--- src/hw/wdt_consts.svh ---
// Purpose: Constants of the indexed-port watchdog timer.
// Assumes: 10 MHz core clock, 10-bit I/O address decode.
// Notes: Offsets, field positions, reset values and timing counts.
`ifndef WDT_CONSTS_SVH
`define WDT_CONSTS_SVH

// ---------------------------------------------------------------------------
// I/O ports and internal indexes
// ---------------------------------------------------------------------------
`define WDT_IO_INDEX_ADDR 10'h022
`define WDT_IO_DATA_ADDR 10'h023
`define WDT_IDX_UNLOCK 8'h13
`define WDT_IDX_ENABLE 8'h37
`define WDT_IDX_ACTION 8'h38
`define WDT_IDX_CNT_LO 8'h39
`define WDT_IDX_CNT_MID 8'h3a
`define WDT_IDX_CNT_HI 8'h3b

// ---------------------------------------------------------------------------
// Fields and encodings
// ---------------------------------------------------------------------------
`define WDT_UNLOCK_BIT 0
`define WDT_ENABLE_BIT 6
`define WDT_ACTION_MSB 7
`define WDT_ACTION_LSB 4
`define WDT_ACTION_RESET 4'h1
`define WDT_ACTION_IRQ 4'h2
`define WDT_ACTION_NMI 4'h4

// ---------------------------------------------------------------------------
// Reset values
// ---------------------------------------------------------------------------
`define WDT_RST_BYTE 8'h00
`define WDT_RST_COUNT 24'h00_0000

// ---------------------------------------------------------------------------
// Timing
// ---------------------------------------------------------------------------
`define WDT_CORE_CLK_HZ 10000000
`define WDT_TICK_HZ 32768
`define WDT_COUNT_WIDTH 24

`endif

--- src/hw/wdt_pkg.sv ---
// Purpose: Types of the indexed-port watchdog timer.
// Assumes: Constants come from the consts header.
// Notes: Gray-coded state along idle, run, expired.
package wdt_pkg;
    typedef enum logic [1:0] {
        WDT_IDLE = 2'b00,
        WDT_RUN = 2'b01,
        WDT_EXPIRED = 2'b11
    } wdt_state_e;
endpackage

--- src/hw/wdt_top.sv ---
// Purpose: Watchdog timer reached through an index/data I/O port pair.
// Assumes: ISA-style strobes from pins, held several core clocks.
// Notes: Time-out outputs stay high until a refresh, a disable, a reset or a rewrite that clears their action bit.
`timescale 1ns/1ps
`include "wdt_consts.svh"
module wdt_top #(
    parameter int CLK_HZ = `WDT_CORE_CLK_HZ,
    parameter int TICK_HZ = `WDT_TICK_HZ,
    parameter int CW = `WDT_COUNT_WIDTH
) (
    input wire logic CORE_CLK_I, // Core clock, 10 MHz
    input wire logic RST_N_I, // Async reset, active low
    input wire logic [9:0] IO_ADDR_I, // I/O address
    input wire logic [7:0] IO_WDATA_I, // Write data from host
    input wire logic IO_WR_N_I, // I/O write strobe, active low
    input wire logic IO_RD_N_I, // I/O read strobe, active low
    output logic [7:0] IO_RDATA_O, // Read data to host
    output logic IO_RDATA_OE_O, // Drive enable of read data
    output logic WDT_RESET_O, // Time-out system reset request
    output logic WDT_IRQ_O, // Time-out interrupt request
    output logic WDT_NMI_O // Time-out non-maskable interrupt
);
    // -----------------------------------------------------------------------
    // Pin synchronisers
    // -----------------------------------------------------------------------
    logic [9:0] addr_s1_reg, addr_s2_reg;
    logic [7:0] data_s1_reg, data_s2_reg;
    logic wr_s1_reg, wr_s2_reg, wr_s3_reg;
    logic rd_s1_reg, rd_s2_reg;
    logic wr_pulse;

    // The edge detector looks at the second and third stage only.
    always_ff @(posedge CORE_CLK_I or negedge RST_N_I) begin
        if (!RST_N_I) begin
            addr_s1_reg <= 10'h000;
            addr_s2_reg <= 10'h000;
            data_s1_reg <= 8'h00;
            data_s2_reg <= 8'h00;
            wr_s1_reg <= 1'b0;
            wr_s2_reg <= 1'b0;
            wr_s3_reg <= 1'b0;
            rd_s1_reg <= 1'b0;
            rd_s2_reg <= 1'b0;
        end else begin
            addr_s1_reg <= IO_ADDR_I;
            addr_s2_reg <= addr_s1_reg;
            data_s1_reg <= IO_WDATA_I;
            data_s2_reg <= data_s1_reg;
            wr_s1_reg <= ~IO_WR_N_I;
            wr_s2_reg <= wr_s1_reg;
            wr_s3_reg <= wr_s2_reg;
            rd_s1_reg <= ~IO_RD_N_I;
            rd_s2_reg <= rd_s1_reg;
        end
    end

    assign wr_pulse = wr_s2_reg & ~wr_s3_reg;

    // -----------------------------------------------------------------------
    // Tick source
    // -----------------------------------------------------------------------
    logic tick;

    wdt_tick_gen #(
        .CLK_HZ(CLK_HZ),
        .TICK_HZ(TICK_HZ)
    ) u_tick (
        .clk_i(CORE_CLK_I),
        .rst_n_i(RST_N_I),
        .tick_o(tick)
    );

    // -----------------------------------------------------------------------
    // Register file
    // -----------------------------------------------------------------------
    logic [7:0] index_reg, index_next;
    logic [7:0] unlock_reg, unlock_next;
    logic [7:0] enable_reg, enable_next;
    logic [7:0] action_reg, action_next;
    logic [CW-1:0] preset_reg, preset_next;
    logic [7:0] rdata_reg, rdata_next;
    logic refresh;
    logic hit_index, hit_data, wr_data, unlocked;

    function automatic logic [7:0] read_mux(
        input logic [7:0] idx,
        input logic [7:0] unl,
        input logic [7:0] ena,
        input logic [7:0] act,
        input logic [CW-1:0] pre
    );
        case (idx)
            `WDT_IDX_UNLOCK: read_mux = unl;
            `WDT_IDX_ENABLE: read_mux = ena;
            `WDT_IDX_ACTION: read_mux = act;
            `WDT_IDX_CNT_LO: read_mux = pre[7:0];
            `WDT_IDX_CNT_MID: read_mux = pre[15:8];
            `WDT_IDX_CNT_HI: read_mux = pre[23:16];
            default: read_mux = 8'h00;
        endcase
    endfunction

    assign hit_index = (addr_s2_reg == `WDT_IO_INDEX_ADDR);
    assign hit_data = (addr_s2_reg == `WDT_IO_DATA_ADDR);
    assign wr_data = wr_pulse & hit_data;
    assign unlocked = unlock_reg[`WDT_UNLOCK_BIT];

    always_comb begin
        index_next = index_reg;
        unlock_next = unlock_reg;
        enable_next = enable_reg;
        action_next = action_reg;
        preset_next = preset_reg;
        refresh = 1'b0;
        if (wr_pulse && hit_index) begin
            index_next = data_s2_reg;
        end
        if (wr_data) begin
            case (index_reg)
                `WDT_IDX_UNLOCK: begin
                    unlock_next = data_s2_reg;
                end
                `WDT_IDX_ENABLE: begin
                    if (unlocked) begin
                        enable_next = data_s2_reg;
                        refresh = 1'b1;
                    end
                end
                `WDT_IDX_ACTION: begin
                    if (unlocked) begin
                        action_next = data_s2_reg;
                    end
                end
                `WDT_IDX_CNT_LO: begin
                    if (unlocked) begin
                        preset_next[7:0] = data_s2_reg;
                        refresh = 1'b1;
                    end
                end
                `WDT_IDX_CNT_MID: begin
                    if (unlocked) begin
                        preset_next[15:8] = data_s2_reg;
                        refresh = 1'b1;
                    end
                end
                `WDT_IDX_CNT_HI: begin
                    if (unlocked) begin
                        preset_next[23:16] = data_s2_reg;
                        refresh = 1'b1;
                    end
                end
                default: begin
                    refresh = 1'b0;
                end
            endcase
        end
        rdata_next = rdata_reg;
        if (rd_s2_reg && hit_index) begin
            rdata_next = index_reg;
        end else if (rd_s2_reg && hit_data) begin
            rdata_next = read_mux(index_reg, unlock_reg, enable_reg,
                                  action_reg, preset_reg);
        end
    end

    always_ff @(posedge CORE_CLK_I or negedge RST_N_I) begin
        if (!RST_N_I) begin
            index_reg <= `WDT_RST_BYTE;
            unlock_reg <= `WDT_RST_BYTE;
            enable_reg <= `WDT_RST_BYTE;
            action_reg <= `WDT_RST_BYTE;
            preset_reg <= `WDT_RST_COUNT;
            rdata_reg <= `WDT_RST_BYTE;
        end else begin
            index_reg <= index_next;
            unlock_reg <= unlock_next;
            enable_reg <= enable_next;
            action_reg <= action_next;
            preset_reg <= preset_next;
            rdata_reg <= rdata_next;
        end
    end

    assign IO_RDATA_O = rdata_reg;
    assign IO_RDATA_OE_O = rd_s2_reg & (hit_index | hit_data);

    // -----------------------------------------------------------------------
    // Countdown
    // -----------------------------------------------------------------------
    wdt_pkg::wdt_state_e state_reg, state_next;
    logic [CW-1:0] count_reg, count_next;
    logic [CW-1:0] load_val;
    logic run_en;
    logic [3:0] act_sel;

    // A preset of zero would never expire, so it counts as one tick.
    assign load_val = (preset_reg == '0) ? CW'(1) : preset_reg;
    assign run_en = enable_reg[`WDT_ENABLE_BIT];
    assign act_sel = action_reg[`WDT_ACTION_MSB:`WDT_ACTION_LSB];

    always_comb begin
        state_next = state_reg;
        count_next = count_reg;
        case (state_reg)
            wdt_pkg::WDT_IDLE: begin
                count_next = load_val;
                if (run_en) begin
                    state_next = wdt_pkg::WDT_RUN;
                end
            end
            wdt_pkg::WDT_RUN: begin
                if (!run_en) begin
                    state_next = wdt_pkg::WDT_IDLE;
                end else if (refresh) begin
                    count_next = load_val;
                end else if (tick) begin
                    count_next = count_reg - CW'(1);
                    if (count_reg == CW'(1)) begin
                        state_next = wdt_pkg::WDT_EXPIRED;
                    end
                end
            end
            wdt_pkg::WDT_EXPIRED: begin
                if (!run_en) begin
                    state_next = wdt_pkg::WDT_IDLE;
                end else if (refresh) begin
                    count_next = load_val;
                    state_next = wdt_pkg::WDT_RUN;
                end
            end
            default: begin
                state_next = wdt_pkg::WDT_IDLE;
            end
        endcase
    end

    always_ff @(posedge CORE_CLK_I or negedge RST_N_I) begin
        if (!RST_N_I) begin
            state_reg <= wdt_pkg::WDT_IDLE;
            count_reg <= `WDT_RST_COUNT;
        end else begin
            state_reg <= state_next;
            count_reg <= count_next;
        end
    end

    // -----------------------------------------------------------------------
    // Time-out report
    // -----------------------------------------------------------------------
    logic rst_o_reg, irq_o_reg, nmi_o_reg;
    logic expired_next;

    assign expired_next = (state_next == wdt_pkg::WDT_EXPIRED);

    always_ff @(posedge CORE_CLK_I or negedge RST_N_I) begin
        if (!RST_N_I) begin
            rst_o_reg <= 1'b0;
            irq_o_reg <= 1'b0;
            nmi_o_reg <= 1'b0;
        end else begin
            rst_o_reg <= expired_next & act_sel[0];
            irq_o_reg <= expired_next & act_sel[1];
            nmi_o_reg <= expired_next & act_sel[2];
        end
    end

    assign WDT_RESET_O = rst_o_reg;
    assign WDT_IRQ_O = irq_o_reg;
    assign WDT_NMI_O = nmi_o_reg;
endmodule

--- src/hw/wdt_tick_gen.sv ---
// Purpose: Fractional divider giving a 32.768 kHz one-cycle enable.
// Assumes: CLK_HZ is well above TICK_HZ.
// Notes: Phase accumulator, so the average rate is exact.
`timescale 1ns/1ps
module wdt_tick_gen #(
    parameter int CLK_HZ = 10000000,
    parameter int TICK_HZ = 32768
) (
    input wire logic clk_i, // Core clock
    input wire logic rst_n_i, // Async reset, active low
    output logic tick_o // One-cycle tick enable
);
    localparam logic [24:0] STEP = 25'(TICK_HZ);
    localparam logic [24:0] WRAP = 25'(CLK_HZ);

    logic [24:0] acc_reg;
    logic [24:0] acc_next;
    logic tick_reg;
    logic tick_next;
    logic [24:0] sum;

    always_comb begin
        sum = acc_reg + STEP;
        tick_next = 1'b0;
        acc_next = sum;
        if (sum >= WRAP) begin
            acc_next = sum - WRAP;
            tick_next = 1'b1;
        end
    end

    always_ff @(posedge clk_i or negedge rst_n_i) begin
        if (!rst_n_i) begin
            acc_reg <= 25'h000_0000;
            tick_reg <= 1'b0;
        end else begin
            acc_reg <= acc_next;
            tick_reg <= tick_next;
        end
    end

    assign tick_o = tick_reg;
endmodule

--- config.mk ---
export PLATFORM = sky130hd
export DESIGN_NAME = wdt_top
export DESIGN_NICKNAME = d
export VERILOG_FILES = /design/src/hw/wdt_pkg.sv /design/src/hw/wdt_top.sv /design/src/hw/wdt_tick_gen.sv
export VERILOG_INCLUDE_DIRS = /design/src /design/src/hw
export SDC_FILE = /design/constraint.sdc
export NUM_CORES = 1
export LEC_CHECK = 0
export ABC_AREA = 1
export BUFFER_PORTS_ARGS = -buffer_cell sky130_fd_sc_hd__buf_2
export CAP_MARGIN = 40
export CELL_PAD_IN_SITES_DETAIL_PLACEMENT = 0
export CELL_PAD_IN_SITES_GLOBAL_PLACEMENT = 2
export CORE_UTILIZATION = 37
export DETAILED_ROUTE_END_ITERATION = 16
export PLACE_DENSITY_LB_ADDON = 0.1
export SYNTH_ARGS = -nofsm -noshare
export SYNTH_HDL_FRONTEND = slang
export SYNTH_SLANG_ARGS = --single-unit
--- constraint.sdc ---
create_clock -name CORE_CLK_I -period 2.6 [get_ports CORE_CLK_I]
set_clock_uncertainty 0.15 [all_clocks]
set_input_delay 0.52 -clock CORE_CLK_I [delete_from_list [all_inputs] [get_ports CORE_CLK_I]]
set_output_delay 0.52 -clock CORE_CLK_I [all_outputs]
set_load 0.01 [all_outputs]
==> results of run 1 <==
==> cells in the mapped netlist, types with 2 or more instances <==
master,number
buf_4,2
inv_1,110
a21boi_0,2
and2_1,2
buf_2,5
nand2_1,307
nor3_2,2
a21oi_1,16
o22ai_1,10
o21ai_0,85
nand3b_1,3
xnor2_1,12
nor3_1,8
nand4_1,12
nand2_4,4
or2_2,7
nand2_2,9
nor2_1,79
nor2_4,2
nand3_1,81
xor2_1,19
ha_1,6
clkbuf_1,8
buf_8,2
inv_2,3
dfrtp_1,153
buf_6,5
==> area by class of cell <==
type                            count  area [um^2]  share of cell area, %
Sequential cell                   153         3830                   43.6
Multi-Input combinational cell    675         3220                   36.6
Inverter                          114          433                   4.93
Clock buffer                       17          425                   4.84
Tap cell                          270          338                   3.84
Timing Repair Buffer               50          327                   3.72
Clock inverter                     15          216                   2.46
==> metal layers <==
metal	share of wire, %	wire length [um]	vias to the layer above
li1	-	-	3144
met1	51	9880	2832
met2	45	8690	94
met3	3.2	620	9
met4	0.71	137	0
met5	0	0	-
==> worst max path at each step <==
stage               cells after the start  slack (ns)            endpoint
floorplan                              13        0.45  u_tick.acc_reg[15]
CTS                                     6         0.1       IO_RDATA_OE_O
global route                           13        0.06  u_tick.acc_reg[20]
detailed placement                     12        0.20  u_tick.acc_reg[17]
global placement                       12        0.22  u_tick.acc_reg[19]
finish                                  6        0.21       IO_RDATA_OE_O
==> cells by family (layout without fill, tap and decap cells) <==
logic type / Yosys count / count (layout) / synth area share [%]
and+or+nand+nor: 522 / 522 / 29.6
DFF: 153 / 153 / 50.1
buffers and inverters: 136 / 196 / 7.72
AOI/OAI and AO/OA: 116 / 116 / 7.95
xor gates and xnor gates: 31 / 31 / 3.56
adders and majority gates: 6 / 6 / 0.983
==> through the flow <==
stage / total power (uW) / instances
final: 5150 / 1294
after global routing: 5360 / 1294
after detailed placement: 2600 / 1261
after CTS: 5240 / 1294
after global placement: 2600 / 1261
after floorplan: 2500 / 964
==> where the power goes <==
part	switching, uW	internal [uW]
Sequential	13.4	2420
Clock	1260	1340
Combinational	88.2	33.3
Total	1360	3790
==> timing repair <==
| action | CTS | global route |
|---|---|---|
| endpoints found under the hold margin | 39 | 0 |
| setup endpoints to repair | 0 | 12 |
| gates resized for setup | 0 | 3 |
| hold buffers | 1 | 0 |
==> worst max-delay path: stages, from the launching register on <==
cell and delay (ns):
dfrtp_1 0.38, nor2_1 0.10, nand3_1 0.07, nor2_1 0.25
nand2_1 0.17, inv_2 0.16, buf_2 0.15
==> flow_metrics.py, run 1 <==
metrics = {
    "logic_synthesis": {
        "yosysTopAreaCell": "dfrtp_1",
        "synthArstFlopShare_pct": 100,
        "synth_edf_count": 0,
        "ys_types": 37,
        "ys_ff_latch": 153,
        "seq_area_frac_synth_pct": 50.1,
        "yosys_warnings": 0,
        "ys_top_cells_by_area": "dfrtp_1 50%, nand2_1 15%, o21ai_0 5.6%, inv_1 5.4%, nand3_1 5.3%",
        "ys.flop_type": "dfrtp_1",
        "syn_avg_cell_area_um2": 7.92,
        "synth_area_um2": 7630,
        "syn_inst": 964,
        "syn_nets": 992,
        "synth_top_area_share_pct": 50.1,
    },
    "clocking": {
        "clkTransAtPathRegs_ns": 0.08,
        "post_cts_buffers": 0,
        "clock_latency_ns": 0.43,
        "cts_sinks": 153,
        "htreeDepth": 4,
        "numCtsBuffers": 17,
        "cts_tree": "yes",
        "cts_root_buf": "clkbuf_16",
        "cts_buffer_depth": 2,
    },
    "floorplan": {
        "initial_core_util_pct": 37.7,
        "die_h_um": 146,
        "die-area_um2": 21200,
        "ioPinCount": 34,
        "fp.dieW_um": 146,
        "core_um2": 20200,
        "rows": 52,
    },
    "finish": {
        "layout_common_cells": "307 x nand2_1, 152 x dfrtp_1, 109 x inv_1",
        "drive_gt1_share_pct": 11.5,
        "final_core_util_pct": 43.4,
        "fill_cells": 2094,
        "layout.nets": 1039,
        "final_area_um2": 8790,
        "syn_to_final_growth_pct": 15.1,
        "final_common_cell": "nand2_1",
        "diodes": 0,
    },
    "worst_setup_path": {
        "crit_path_start": "addr_s2_reg[2]",
        "r2r_slack_ns": 0.28,
        "worst_setup_path_end_kind": "output pin",
        "r2r_cells": 9,
        "r2r-end": "IO_RDATA_O[1]",
        "path_max_fanout": 8,
        "crit_required_ns": 1.93,
        "r2r_start": "index_reg[5]",
        "crit_arrival_ns": 1.72,
        "critPathLaunchType": "register",
        "path_class": "register to output pin",
    },
    "timing": {
        "hold-worst-slack_ns": 0.0397,
        "drv_slew": 0,
        "finalCriticalPeriod_ns": 2.39,
        "setup_viol": 0,
        "rsz0062_at_grt": "no",
        "layout_setup_ws_ns": 0.214,
        "fmax_ghz": 0.419,
        "tightest_slew_ns": 0.557,
        "relSlewSlack_pct": 62.8,
        "fin_crit_sh_pct": 91.8,
        "hold_violations": 0,
        "setup-tns-final_ns": 0,
    },
    "drt": {
        "route.detailed.drc": 0,
        "drtAntennaViolNets": 0,
        "drt-total-wl_mm": 19.3,
        "dr_total_vias": 6079,
        "drt_pass1_iterations": 5,
        "wl_per_cell_um": 14.9,
        "drt_iter0_drc": 304,
        "vias_per_cell": 4.70,
    },
    "hold_path": {
        "min_delay_path_depth": 1,
        "holdCritStartpoint": "IO_ADDR_I[6]",
        "hp-class": "input port to register",
        "hold_end": "addr_s1_reg[6]",
    },
    "placed_design": {
        "post_dp_cell_area_um2": 8130,
        "io_buffer_count": 33,
        "pre_cts_ws_ns": 0.198,
        "place_congestion": 0.817,
        "dpl.hpwl_mm": 14.0,
    },
    "global_route": {
        "grt.busiest_layer": "met1",
        "grt_pass1_wl_mm": 32.5,
        "grt.total_usage_pct": 19.7,
        "met2_usage_pct": 29.4,
        "grt_max_degree": 60,
        "grt_use_met3_pct": 2.95,
        "first_global_vias": 5852,
        "antenna_found_initial": 0,
        "gr-total-overflow": 0,
        "grt_util_met1_pct": 29.8,
    },
    "power_and_ir_drop": {
        "ir_worst_vdd_mv": 0.413,
        "cellPowerDensity_nw_per_um2": 586,
        "leakagePower_uw": 0.00442,
    },
    "flow_run": {
        "cap_viol_max_count": 0,
    },
    "run_status": {
        "outcome": "completed",
    },
}
(Power assumes the default switching activity.)
==> run 2: changes to the inputs <==
- ABC_AREA: 1 -> unset
- CORE_UTILIZATION: 37 -> 41
==> run 2 against run 1 <==
  * Utilization is 8.8 points higher
  * First-iteration DRC count is 27% higher
  * Die area is 17% lower
  * Worst setup slack worse by 0.14 ns
  * Sequential cell count stayed put
  * Sequential power hardly changed
  * Non-clock buffer count is 59 higher
  * Global-route usage is 1.9 points higher
  * Register-to-register slack worse by 0.21 ns
  * Hold slack better by 0.0026 ns
  * Critical path type is now register to register
  * Critical endpoint is now count_reg[23]
  * Largest power group is now registers
==> flow_metrics.py, run 2 <==
metrics = {
    "floorplan": {
        "fp.dieW_um": 133,
        "die_h_um": 133,
        "initial_core_util_pct": 42.1,
        "core_um2": 16600,
        "ioPinCount": 34,
        "die-area_um2": 17600,
        "rows": 47,
    },
    "drt": {
        "drt_iter0_drc": 386,
        "dr_total_vias": 5242,
        "drtAntennaViolNets": 0,
        "drt_pass1_iterations": 5,
        "drt-total-wl_mm": 17.8,
        "route.detailed.drc": 0,
        "wl_per_cell_um": 18.5,
        "vias_per_cell": 5.44,
    },
    "power_and_ir_drop": {
        "cellPowerDensity_nw_per_um2": 563,
        "p_switching_uw": 1180,
        "p_clk_share_pct": 48.1,
        "netSwitchingFraction_pct": 24.2,
        "leakagePower_uw": 0.00411,
        "ir_worst_vdd_mv": 0.457,
        "p_seq_share_pct": 49.9,
        "p_total_uw": 4890,
        "combinationalPowerShare_pct": 2.0,
        "p_int_uw": 3710,
    },
    "worst_setup_path": {
        "crit_arrival_ns": 2.73,
        "crit_required_ns": 2.80,
        "r2r_start": "count_reg[12]",
        "path_max_fanout": 7,
        "crit_path_start": "count_reg[12]",
        "critPathLaunchType": "register",
        "worst_setup_path_end_kind": "register",
        "path_class": "register to register",
    },
    "logic_synthesis": {
        "synth_common_cells": "153 x dfrtp_1, 62 x nand2_1, 62 x o21ai_0, 60 x mux2_2",
        "syn_nets": 658,
        "ys_ff_latch": 153,
        "syn_avg_cell_area_um2": 11.1,
        "synth_area_um2": 7010,
        "synthArstFlopShare_pct": 100,
        "yosysMostFrequentCell": "dfrtp_1",
        "ys.flop_type": "dfrtp_1",
        "synth_top_area_share_pct": 54.6,
        "syn_inst": 630,
        "synth_edf_count": 0,
        "yosys_warnings": 0,
        "yosysTopAreaCell": "dfrtp_1",
        "ys_top_cells_by_area": "dfrtp_1 55%, mux2_2 9.6%, o21ai_0 4.4%, nand2_1 3.3%, a21oi_1 2.1%",
        "seq_area_frac_synth_pct": 54.6,
        "ys_types": 65,
    },
    "global_route": {
        "first_global_vias": 5231,
        "grt_pass1_wl_mm": 29.1,
        "grt.total_usage_pct": 21.7,
        "grt_max_degree": 44,
        "gr-total-overflow": 0,
        "antenna_found_initial": 0,
    },
    "clocking": {
        "htreeDepth": 4,
        "numCtsBuffers": 17,
        "clock_latency_ns": 0.43,
        "cts_buffer_depth": 2,
        "cts_sinks": 153,
        "cts_tree": "yes",
        "clkTransAtPathRegs_ns": 0.07,
        "cts_root_buf": "clkbuf_16",
    },
    "timing": {
        "setup-tns-final_ns": 0,
        "relSlewSlack_pct": 61.1,
        "tightest_slew_ns": 0.583,
        "hold_violations": 0,
        "fin_crit_sh_pct": 97.2,
        "hold-worst-slack_ns": 0.0423,
        "rsz0062_at_grt": "yes",
        "layout_setup_ws_ns": 0.0717,
        "fmax_ghz": 0.396,
        "setup_viol": 0,
        "finalCriticalPeriod_ns": 2.53,
        "drv_slew": 0,
    },
    "hold_path": {
        "holdCritStartpoint": "IO_WDATA_I[3]",
        "hp-class": "input port to register",
    },
    "finish": {
        "final_core_util_pct": 52.2,
        "fill_cells": 1515,
        "diodes": 0,
        "drive_gt1_share_pct": 32.0,
        "final_common_cell": "dfrtp_1",
        "syn_to_final_growth_pct": 23.8,
        "layout.nets": 758,
        "layout_common_cells": "153 x dfrtp_1, 66 x buf_4, 62 x nand2_1",
    },
    "placed_design": {
        "place_congestion": 0.814,
        "pre_cts_ws_ns": -0.0188,
        "dpl.hpwl_mm": 12.8,
        "io_buffer_count": 33,
    },
    "flow_run": {
        "cap_viol_max_count": 0,
    },
    "run_status": {
        "outcome": "completed",
    },
}
==> run 2: final timing paths <==
kind                            slack (ns)  depth (start not counted)                 end
worst max-delay path                  0.07                          8       count_reg[23]
worst min-delay path                  0.04                          1      data_s1_reg[3]
worst max register to register        0.07                          8       count_reg[23]
worst min register to register        0.20                          0      data_s2_reg[0]
max in group asynchronous             1.16                          3       enable_reg[3]
min in group asynchronous             0.45                          2  u_tick.acc_reg[24]
==> run 2: layer usage <==
metal  vias up  global-route usage, %  part of all wire (%)
met2       114                   30.0                    43
li1       2492                      -                     -
met4         0                   6.58                   1.5
met1      2614                   33.3                    51
met3        22                   5.02                   5.1
met5         -                      0                     0
==> run 2: cells by family (layout without fill, tap and decap cells) <==
family | after synthesis | after routing | synth area share (%)
buffers and inverters | 43 | 156 | 2.96
adder cells (fa/ha/maj) | 6 | 6 | 1.07
AO/OA/AOI/OAI | 137 | 137 | 11.4
flip-flops | 153 | 153 | 54.6
multiplexers | 69 | 69 | 11.5
XOR/XNOR | 23 | 23 | 2.87
AND/OR/NAND/NOR | 199 | 199 | 15.7
==> run 2: worst max-delay path, stage by stage, from the launching register on <==
cell      delay, ns
dfrtp_1        0.38
or3_4          0.39
or3_4          0.33
or4_4          0.42
or2_4          0.31
nor2_8         0.10
and4bb_1       0.21
a21oi_1        0.04
o21ai_1        0.12
==> run 2: repair_timing <==
action,4_1_cts,5_1_grt
gates resized for setup,5,25
hold buffers,1,0
hold endpoints to repair,39,0
buffers inserted,0,2
endpoints found under the setup margin,11,41
pin swaps,3,8
cloned,0,1
==> run 2: layout make-up <==
class                   count  area, um^2  share of cell area (%)
clock inverters            14         129                    1.48
flip-flops and latches    153        3830                    44.1
multi-input cells         434        3110                    35.8
clock buffers              18         429                    4.94
well taps                 220         275                    3.17
inverters                  15        58.8                   0.677
repair buffers            109         853                    9.83
==> run 2: stage by stage <==
step	std cells	cell area [um^2]
after detailed placement	927	7940
after CTS	960	8530
final	963	8680
after floorplan	630	7010
after global placement	927	7940
after global routing	963	8680
==> run 2: power groups by stage <==
stage / clock [uW] / combinational, uW / sequential, uW
after global placement: 0 / 99.0 / 2490
after CTS: 2410 / 102 / 2440
after global routing: 2520 / 114 / 2440
after detailed placement: 0 / 101 / 2490
final: 2350 / 98.1 / 2440
after floorplan: 0 / 15.4 / 2470
